[src/lgcd_pkg.sv]
// Package for the general command decoder: encodings, layouts, timing
`default_nettype none
package lgcd_pkg;
    // ------------------------------------------------------------------
    // Register-select values
    // ------------------------------------------------------------------
    localparam logic [1:0] RSEL_GENERAL = 2'h0;
    localparam logic [1:0] RSEL_DISPLAY = 2'h2;
    localparam logic [1:0] RSEL_PUMP_TC = 2'h3;
    // ------------------------------------------------------------------
    // General command bytes
    // ------------------------------------------------------------------
    localparam logic [7:0] CMD_COMMIT      = 8'h00;
    localparam logic [7:0] CMD_CHIP_RESET  = 8'h01;
    localparam logic [7:0] CMD_CAL_RELOAD  = 8'h02;
    localparam logic [7:0] CMD_CLEAR_FLAG  = 8'h1f;
    localparam logic [6:0] CMD_CLKOUT_HIGH = 7'h10;
    // ------------------------------------------------------------------
    // Timing
    // ------------------------------------------------------------------
    localparam int CLK_HZ          = 10_000_000;
    localparam int RELOAD_TIME_MS  = 10;
    localparam int RELOAD_CYCLES   = (CLK_HZ / 1000) * RELOAD_TIME_MS;
    localparam int RELOAD_CNT_W    = 17;
    // ------------------------------------------------------------------
    // Reset values
    // ------------------------------------------------------------------
    localparam logic [2:0] INV_RESET   = 3'h0;
    localparam logic [4:0] FF_RESET    = 5'h00;
    localparam logic [8:0] VLCD_RESET  = 9'h000;
    localparam logic [1:0] CPC_RESET   = 2'h0;
    localparam logic [2:0] SLOPE_RESET = 3'h0;
    // ------------------------------------------------------------------
    // Carriers
    // ------------------------------------------------------------------
    typedef struct packed {
        logic       valid;
        logic       rw;
        logic [1:0] rsel;
        logic [7:0] data;
    } lgcd_cmd_t;

    typedef struct packed {
        logic       disp_on;
        logic       cursor_on;
        logic       blink_on;
        logic [2:0] inversion;
        logic [4:0] frame_freq;
        logic       pump_on;
        logic [1:0] pump_stages;
        logic [8:0] vlcd_a;
        logic [8:0] vlcd_b;
        logic       tc_on;
        logic       temp_filter;
        logic       temp_meas_on;
        logic [2:0] slope_a;
        logic [2:0] slope_b;
        logic [2:0] slope_c;
        logic [2:0] slope_d;
    } lgcd_settings_t;

    typedef struct packed {
        logic [8:0] vlcd_trim;
        logic [4:0] freq_trim;
        logic [7:0] temp_trim;
    } lgcd_cal_t;
endpackage : lgcd_pkg
`default_nettype wire

[src/lgcd_clock_gate.sv]
// Internal clock gate and clock output pin driver
`default_nettype none
module lgcd_clock_gate (
    // Clock and reset
    input  wire logic clk,
    input  wire logic reset,
    // Controls
    input  wire logic osc_in,
    input  wire logic disp_on,
    input  wire logic pump_on,
    input  wire logic temp_meas_on,
    input  wire logic clock_output_enable,
    input  wire logic clk_pin_is_output,
    // Outputs
    output logic      int_clk_run,
    output logic      clk_pin_out,
    output logic      clk_pin_oe
);
    logic run_d, run_q, pin_d, pin_q, oe_d, oe_q;

    // --------------------------------------------------------------
    // Next state
    // --------------------------------------------------------------
    always_comb begin
        run_d = disp_on | pump_on | temp_meas_on;
        oe_d  = clock_output_enable & clk_pin_is_output;
        pin_d = oe_d & run_d & osc_in;
    end

    always_ff @(posedge clk or posedge reset) begin
        if (reset) begin
            run_q <= 1'b0;
            pin_q <= 1'b0;
            oe_q  <= 1'b0;
        end else begin
            run_q <= run_d;
            pin_q <= pin_d;
            oe_q  <= oe_d;
        end
    end

    assign int_clk_run = run_q;
    assign clk_pin_out = pin_q;
    assign clk_pin_oe  = oe_q;
endmodule : lgcd_clock_gate
`default_nettype wire

[src/lgcd_decoder.sv]
// General command decoder with staged settings, calibration reload and clock control
`default_nettype none
// Operation
// - A write of 0x00 with select 00 commits the staged settings to the live ones.
// - A write of 0x01 with select 00 returns every setting to its default.
// - A write of 0x1f with select 00 clears the reset status flag.
// - Chip reset and calibration reload both copy the calibration cells into registers.
// - A write of 0x02 with select 00 starts a reload that finishes after about 10 ms.
// - A write of 0010000x with select 00 sets the clock output enable from bit 0.
// - With the enable at 1 and the pin set as output the internal clock is driven on the clock pin.
// - With the enable at 0, the default, the clock pin is released to high impedance.
// - The internal clock runs only while display, charge pump or measurement is on.
module lgcd_decoder (
    // Clock and reset
    input  wire logic                     clk,
    input  wire logic                     reset,
    // Command stream
    input  wire lgcd_pkg::lgcd_cmd_t      cmd,
    // Calibration cells and clock pin
    input  wire lgcd_pkg::lgcd_cal_t      cal_cells,
    input  wire logic                     osc_in,
    input  wire logic                     clk_pin_is_output,
    // Status and settings
    output lgcd_pkg::lgcd_settings_t      settings,
    output lgcd_pkg::lgcd_cal_t           cal,
    output logic                          reset_status_flag,
    output logic                          clock_output_enable,
    output logic                          reload_busy,
    output logic                          int_clk_run,
    output logic                          clk_pin_out,
    output logic                          clk_pin_oe
);
    typedef enum logic {ST_IDLE, ST_RELOAD} lgcd_state_t;

    lgcd_pkg::lgcd_settings_t stage_d, stage_q, live_d, live_q, dflt;
    lgcd_pkg::lgcd_cal_t      cal_d, cal_q;
    lgcd_state_t              state_d, state_q;
    logic [lgcd_pkg::RELOAD_CNT_W-1:0] cnt_d, cnt_q;
    logic                     flag_d, flag_q, coe_d, coe_q;
    logic                     busy_d, busy_q;
    logic                     is_gen, do_reset, do_reload;
    logic [7:0]               b;

    // --------------------------------------------------------------
    // General command decode
    // --------------------------------------------------------------
    always_comb begin
        b         = cmd.data;
        is_gen    = cmd.valid & ~cmd.rw & (cmd.rsel == lgcd_pkg::RSEL_GENERAL);
        do_reset  = is_gen & (b == lgcd_pkg::CMD_CHIP_RESET);
        do_reload = is_gen & ((b == lgcd_pkg::CMD_CAL_RELOAD) | do_reset);
        dflt = '{disp_on:      1'b0,
                 cursor_on:    1'b0,
                 blink_on:     1'b0,
                 inversion:    lgcd_pkg::INV_RESET,
                 frame_freq:   lgcd_pkg::FF_RESET,
                 pump_on:      1'b0,
                 pump_stages:  lgcd_pkg::CPC_RESET,
                 vlcd_a:       lgcd_pkg::VLCD_RESET,
                 vlcd_b:       lgcd_pkg::VLCD_RESET,
                 tc_on:        1'b0,
                 temp_filter:  1'b0,
                 temp_meas_on: 1'b0,
                 slope_a:      lgcd_pkg::SLOPE_RESET,
                 slope_b:      lgcd_pkg::SLOPE_RESET,
                 slope_c:      lgcd_pkg::SLOPE_RESET,
                 slope_d:      lgcd_pkg::SLOPE_RESET};
    end

    // --------------------------------------------------------------
    // Settings: staged by command bytes, made live on commit
    // --------------------------------------------------------------
    always_comb begin
        stage_d = stage_q;
        live_d  = live_q;
        if (cmd.valid && !cmd.rw && cmd.rsel == lgcd_pkg::RSEL_DISPLAY) begin
            if (b[7:3] == 5'h08) begin
                stage_d.inversion = b[2:0];
            end else if (b[7:5] == 3'h4) begin
                stage_d.frame_freq = b[4:0];
            end else if (b[7:3] == 5'h04) begin
                stage_d.disp_on   = b[2];
                stage_d.cursor_on = b[1];
                stage_d.blink_on  = b[0];
            end
        end
        if (cmd.valid && !cmd.rw && cmd.rsel == lgcd_pkg::RSEL_PUMP_TC) begin
            if (b[7:3] == 5'h10) begin
                stage_d.pump_on     = b[2];
                stage_d.pump_stages = b[1:0];
            end else if (b[7:5] == 3'h5) begin
                stage_d.vlcd_a[8:4] = b[4:0];
            end else if (b[7:4] == 4'h9) begin
                stage_d.vlcd_a[3:0] = b[3:0];
            end else if (b[7:5] == 3'h6) begin
                stage_d.vlcd_b[8:4] = b[4:0];
            end else if (b[7:4] == 4'he) begin
                stage_d.vlcd_b[3:0] = b[3:0];
            end else if (b[7:3] == 5'h00) begin
                stage_d.tc_on        = b[2];
                stage_d.temp_filter  = b[1];
                stage_d.temp_meas_on = b[0];
            end else if (b[7:3] == 5'h01) begin
                stage_d.slope_a = b[2:0];
            end else if (b[7:3] == 5'h02) begin
                stage_d.slope_b = b[2:0];
            end else if (b[7:3] == 5'h03) begin
                stage_d.slope_c = b[2:0];
            end else if (b[7:3] == 5'h04) begin
                stage_d.slope_d = b[2:0];
            end
        end
        // Undefined encodings fall through and change nothing
        if (is_gen && b == lgcd_pkg::CMD_COMMIT) begin
            live_d = stage_q;
        end
        if (do_reset) begin
            stage_d = dflt;
            live_d  = dflt;
        end
    end

    // --------------------------------------------------------------
    // Flag, clock output enable, calibration reload
    // --------------------------------------------------------------
    always_comb begin
        flag_d  = flag_q;
        coe_d   = coe_q;
        cal_d   = cal_q;
        state_d = state_q;
        cnt_d   = cnt_q;
        if (is_gen && b == lgcd_pkg::CMD_CLEAR_FLAG) begin
            flag_d = 1'b0;
        end
        if (is_gen && b[7:1] == lgcd_pkg::CMD_CLKOUT_HIGH) begin
            coe_d = b[0];
        end
        if (do_reset) begin
            coe_d = 1'b0;
        end
        unique case (state_q)
            ST_IDLE: begin
                if (do_reload) begin
                    state_d = ST_RELOAD;
                    cnt_d   = lgcd_pkg::RELOAD_CNT_W'(lgcd_pkg::RELOAD_CYCLES - 1);
                end
            end
            ST_RELOAD: begin
                if (cnt_q == '0) begin
                    cal_d   = cal_cells;
                    state_d = ST_IDLE;
                end else begin
                    cnt_d = cnt_q - 1'b1;
                end
            end
        endcase
        // Busy is registered so the port comes straight from a flop
        busy_d = (state_d == ST_RELOAD);
    end

    // --------------------------------------------------------------
    // Settings registers
    // --------------------------------------------------------------
    always_ff @(posedge clk or posedge reset) begin
        if (reset) begin
            stage_q <= '0;
            live_q  <= '0;
        end else begin
            stage_q <= stage_d;
            live_q  <= live_d;
        end
    end

    // --------------------------------------------------------------
    // Control registers
    // --------------------------------------------------------------
    always_ff @(posedge clk or posedge reset) begin
        if (reset) begin
            cal_q   <= '0;
            flag_q  <= 1'b1;
            coe_q   <= 1'b0;
            state_q <= ST_IDLE;
            cnt_q   <= '0;
            busy_q  <= 1'b0;
        end else begin
            cal_q   <= cal_d;
            flag_q  <= flag_d;
            coe_q   <= coe_d;
            state_q <= state_d;
            cnt_q   <= cnt_d;
            busy_q  <= busy_d;
        end
    end

    // --------------------------------------------------------------
    // Outputs
    // --------------------------------------------------------------
    assign settings            = live_q;
    assign cal                 = cal_q;
    assign reset_status_flag   = flag_q;
    assign clock_output_enable = coe_q;
    assign reload_busy         = busy_q;

    // --------------------------------------------------------------
    // Clock gate
    // --------------------------------------------------------------
    // Gate sees live settings so the clock follows what the host committed
    lgcd_clock_gate u_gate (
        .clk                 (clk),
        .reset               (reset),
        .osc_in              (osc_in),
        .disp_on             (live_q.disp_on),
        .pump_on             (live_q.pump_on),
        .temp_meas_on        (live_q.temp_meas_on),
        .clock_output_enable (coe_q),
        .clk_pin_is_output   (clk_pin_is_output),
        .int_clk_run         (int_clk_run),
        .clk_pin_out         (clk_pin_out),
        .clk_pin_oe          (clk_pin_oe)
    );
endmodule : lgcd_decoder
`default_nettype wire

[config.mk]
export PLATFORM = sky130hd
export DESIGN_NAME = lgcd_decoder
export DESIGN_NICKNAME = d
export VERILOG_FILES = /design/src/lgcd_pkg.sv /design/src/lgcd_clock_gate.sv /design/src/lgcd_decoder.sv
export SDC_FILE = /design/constraint.sdc
export NUM_CORES = 1
export LEC_CHECK = 0
export BUFFER_PORTS_ARGS = -buffer_cell sky130_fd_sc_hd__buf_4
export CAP_MARGIN = 10
export CORE_UTILIZATION = 40
export CTS_CLUSTER_SIZE = 24
export DETAILED_ROUTE_END_ITERATION = 10
export PLACE_DENSITY_LB_ADDON = 0.15
export SLEW_MARGIN = 5
export SYNTH_ARGS = -nofsm -noshare
export SYNTH_HDL_FRONTEND = slang
export SYNTH_SLANG_ARGS = --single-unit
[constraint.sdc]
create_clock -name clk -period 6 [get_ports clk]
set_clock_uncertainty 0.15 [all_clocks]
set_input_delay 0.6 -clock clk [delete_from_list [all_inputs] [get_ports clk]]
set_output_delay 0.6 -clock clk [all_outputs]
set_load 0.01 [all_outputs]
==> PnR_summary.wiki <==
{| class="wikitable"
! Metric !! Value
|-
| Post-CTS clock slew at the launch and capture registers of the worst setup and hold paths || around 0.060 ns
|-
| Clock root buffer master || sky130_fd_sc_hd__clkbuf_16
|-
| Pins over their slew limit || 0
|-
| Flip-flop and latch area || around 3500 um^2
|-
| Minimum clock period after layout || 3.358 ns
|-
| Required arrival time at the worst endpoint || around 6.1 ns
|-
| Most used DFF post-synth || sky130_fd_sc_hd__dfrtp_1
|-
| Row Count || between 40 and 50
|-
| Syn-to-layout area delta || 26.32%
|-
| Clock sink count || 139
|-
| Total I/O pin count || around 110
|-
| Share of layout cells above drive strength 1 || between 20% and 30%
|-
| Total power per unit cell area || 315.9 nW/um^2
|-
| Area after DPL || 6978 um^2
|-
| Number of flip-flops and latches in the synthesized netlist || between 100 and 150
|-
| Number of inserted filler cells in the final layout || ~1.3k
|-
| Lkg Pwr || about 3.5 nW
|-
| Max-Slew Margin vs Limit || between 20% and 30%
|-
| Buffers inserted by post-CTS timing repair || 0
|-
| Port buffer count || 112
|-
| Worst setup SP type || flip-flop
|-
| Actual slew at the worst max-slew pin || between 1 and 1.5 ns
|-
| Hold-fix buffers, CTS || 0
|-
| CORE AREA || between 10,000 and 15,000 um^2
|-
| Area fraction in compound gates after synthesis || 10.13%
|-
| Global routing usage on met3 || 4.964%
|-
| Skew-Pair Late Insertion Delay || between 0.4 and 0.5 ns
|-
| Post-synthesis simple-gate area fraction || 20.51%
|-
| Total number of nets in the final design || roughly 720
|-
| Grt met2 use || around 30%
|-
| Number of enable flip-flop cells after synthesis || 0
|-
| Number of antenna violations at the first check in global routing || 0
|-
| Horiz. Die Dim || around 120 um
|-
| Number of vias per cell || 5.162
|-
| Arrival time reported for the critical path endpoint || 3.49 ns
|-
| Estimated wirelength of the detail-placed design || 9037 um
|-
| Count of distinct cell types in the synthesized netlist || 47
|-
| Critical path buffers and inverters || 0
|-
| Number of cells in the finished layout apart from fillers || 881
|-
| Setup slack of the most critical reg-to-reg path || between 2 and 3 ns
|-
| Global router's overall resource usage || 18.59%
|-
| Slowest cell on the critical path || sky130_fd_sc_hd__and2_1
|-
| Vertical die dimension || 125.0 um
|-
| Critical Path End Type || flip-flop
|-
| XOR/XNOR Fraction of Synth Area || less than 1%
|-
| Ranking of synthesized cells by area || sky130_fd_sc_hd__dfrtp_1, sky130_fd_sc_hd__nand2_1, sky130_fd_sc_hd__mux2_2, sky130_fd_sc_hd__nand2b_1, sky130_fd_sc_hd__o21ai_0
|-
| Starting DRT DRC Count || just over 300
|-
| Synth warnings || 0
|-
| Gp weighted congestion || ~0.83
|-
| Placed cell count || about 850
|-
| Delay contributed by the slowest stage of the critical path || 0.91 ns
|-
| Clock buffer count from CTS || 17
|-
| Category of the most critical setup path || flip-flop to flip-flop
|-
| Global-route layer with the greatest usage || met2
|-
| Per-cell routed wire length || 15.43 um
|-
| DRC viols || 10
|-
| Highest fanout seen on the critical path || 30
|-
| Syn nets || approximately 630
|-
| Share of synthesized flip-flops with an asynchronous set or reset || 100.0%
|-
| Fraction of the mapped netlist area in adder cells || less than 1%
|-
| Cell area after synthesis || ~6000 um^2
|-
| Portion of the clock cycle consumed by the worst path in the final layout || a little under three fifths
|-
| H-Tree Depth || 4
|-
| Area of the die || between 15,000 and 20,000 um^2
|-
| GRT Residual Overflow || 0
|-
| Share of cell area taken by muxes after synthesis || around 8%
|-
| CP top delay family || simple AND/OR/NAND/NOR gates
|-
| Worst-case vdd ir drop || between 0.00015 and 0.0002 V
|-
| Final design area excluding fillers || 7644 um^2
|-
| Maximum buffer depth of the clock tree || 2
|-
| Sequential fraction of the synthesis area || a little under three fifths
|-
| FMAX || 297.8 MHz
|-
| Via count of the first global-routing pass || around 4.6k
|-
| Count leader, synth || sky130_fd_sc_hd__dfrtp_1
|-
| Leading post-synthesis cells by instance count || sky130_fd_sc_hd__dfrtp_1, sky130_fd_sc_hd__nand2_1, sky130_fd_sc_hd__o21ai_0
|-
| Synth top area share || 57.07%
|-
| 1st-pass router iterations || 7
|-
| Largest family of logic cells by synthesized area || simple AND/OR/NAND/NOR gates
|-
| Max-cap violations || 0
|-
| Result of the run || finished with violations
|-
| Accumulated negative setup slack || 0 ns
|-
| Detail Route Antenna Nets || 0
|-
| Total Routed Length || about 14,000 um
|-
| Area used by multi-input combinational logic || 2362 um^2
|-
| Cell count after synthesis || approximately 590
|-
| Final Hold Vio Count || 0
|-
| First-pass GRT wire length || around 23,000 um
|-
| Post_cts resized || 0
|-
| CTS tree || yes
|-
| Failing checks || DRC
|-
| Unrepaired setup endpoints after global routing || false
|-
| Worst hold path type || input pin to async pin
|-
| ANT cells || 0
|-
| Largest net degree at the start of global routing || 95
|-
| Initial core utilization || 41.32%
|-
| Largest area contributor in the synthesized netlist || sky130_fd_sc_hd__dfrtp_1
|-
| Post-synthesis average cell area || about 10 um^2
|-
| Total via count after detailed routing || roughly 4.5k
|-
| Final number of setup-violating endpoints || 0
|-
| Met1 layer usage reported by global route || between 20% and 30%
|-
| Crit path cell chain || or4bb_1 -> nor4_1 -> and2_1 -> nor2_1 -> a311o_1
|}
## flip-flops by register name (all words and copies together) (netlist names)
name	cells
settings	47
stage_q	47
cal	22
cnt_q	17
clock_output_enable	1
reload_busy	1
reset_status_flag	1
u_gate.clk_pin_oe	1
u_gate.clk_pin_out	1
u_gate.int_clk_run	1
## where the power goes
part / internal, mW / total, mW / leakage (nW) / switching [mW]
combinational: 0.0943 / 0.214 / 1.44 / 0.119
sequential: 0.998 / 1.05 / 1.78 / 0.0512
clock: 0.763 / 1.15 / 0.322 / 0.389
total: 1.86 / 2.41 / 3.55 / 0.560
## worst reg2reg max path, delay by kind of cell, from the launching register on
family / cells / cell delay (ns)
simple gates: 4 / 1.97
flops: 1 / 0.73
compound gates: 1 / 0.40
## cells in the final DEF (no fill, tap or decap), drive strengths merged, types with 7 or more instances in the layout
master	instances
clkbuf	23
buf	116
o21ai	60
mux2	43
a21oi	12
nor4	7
inv	8
nor2	14
nor3	10
nand2	135
nand2b	49
dfrtp	138
## kinds of logic (layout without fill, tap and decap cells)
kind of cell | Yosys count | count (layout)
AND/OR/NAND/NOR | 255 | 255
XOR/XNOR | 1 | 1
AO/OA/AOI/OAI | 102 | 102
buffers and inverters | 52 | 156
adder cells (fa/ha/maj) | 1 | 1
flip-flops | 139 | 139
multiplexers | 43 | 43
## layout make-up
class	count	area share (%)
clock buffers	23	6.646
clock inverters	9	2.063
inverters	8	0.4583
multi-input cells	402	30.91
flip-flops and latches	139	45.52
well taps	184	3.012
repair buffers	116	11.39
## stage by stage
stage	power, mW	util (%)	hold WS [ns]	worst slack (ns)
2_1_floorplan	1.206	-	0.3009	1.527
5_1_grt	2.511	52.20	0.2119	2.350
3_3_place_gp	1.267	47.65	0.3116	2.778
3_5_place_dp	1.277	47.65	0.3148	2.611
6_report	2.415	52.20	0.1838	2.642
4_1_cts	2.434	52.20	0.2003	2.657
## routing by layer
| layer | vias to the layer above | share of wire [%] | wire length [um] |
|---|---|---|---|
| li1 | 2211 | - | - |
| met1 | 2204 | 46 | 6257 |
| met2 | 119 | 48 | 6487 |
| met3 | 14 | 4.8 | 647 |
| met4 | 0 | 1.5 | 206 |
| met5 | - | 0 | 0 |
## final timing paths
check,cells past startpoint,start,to
min,2,reset,settings[20]$_DFFE_PP0P_
max,5,reload_busy$_DFF_PP0_,cnt_q[10]$_DFFE_PP0P_
max in group asynchronous,3,reset,settings[12]$_DFFE_PP0P_
min reg2reg,1,reset_status_flag$_DFFE_PP1P_,reset_status_flag$_DFFE_PP1P_
max reg2reg,5,reload_busy$_DFF_PP0_,cnt_q[10]$_DFFE_PP0P_
min in group clk,3,cal_cells[9],cal[9]$_DFFE_PP0P_
No activity file was read; power rests on OpenSTA's default activity.
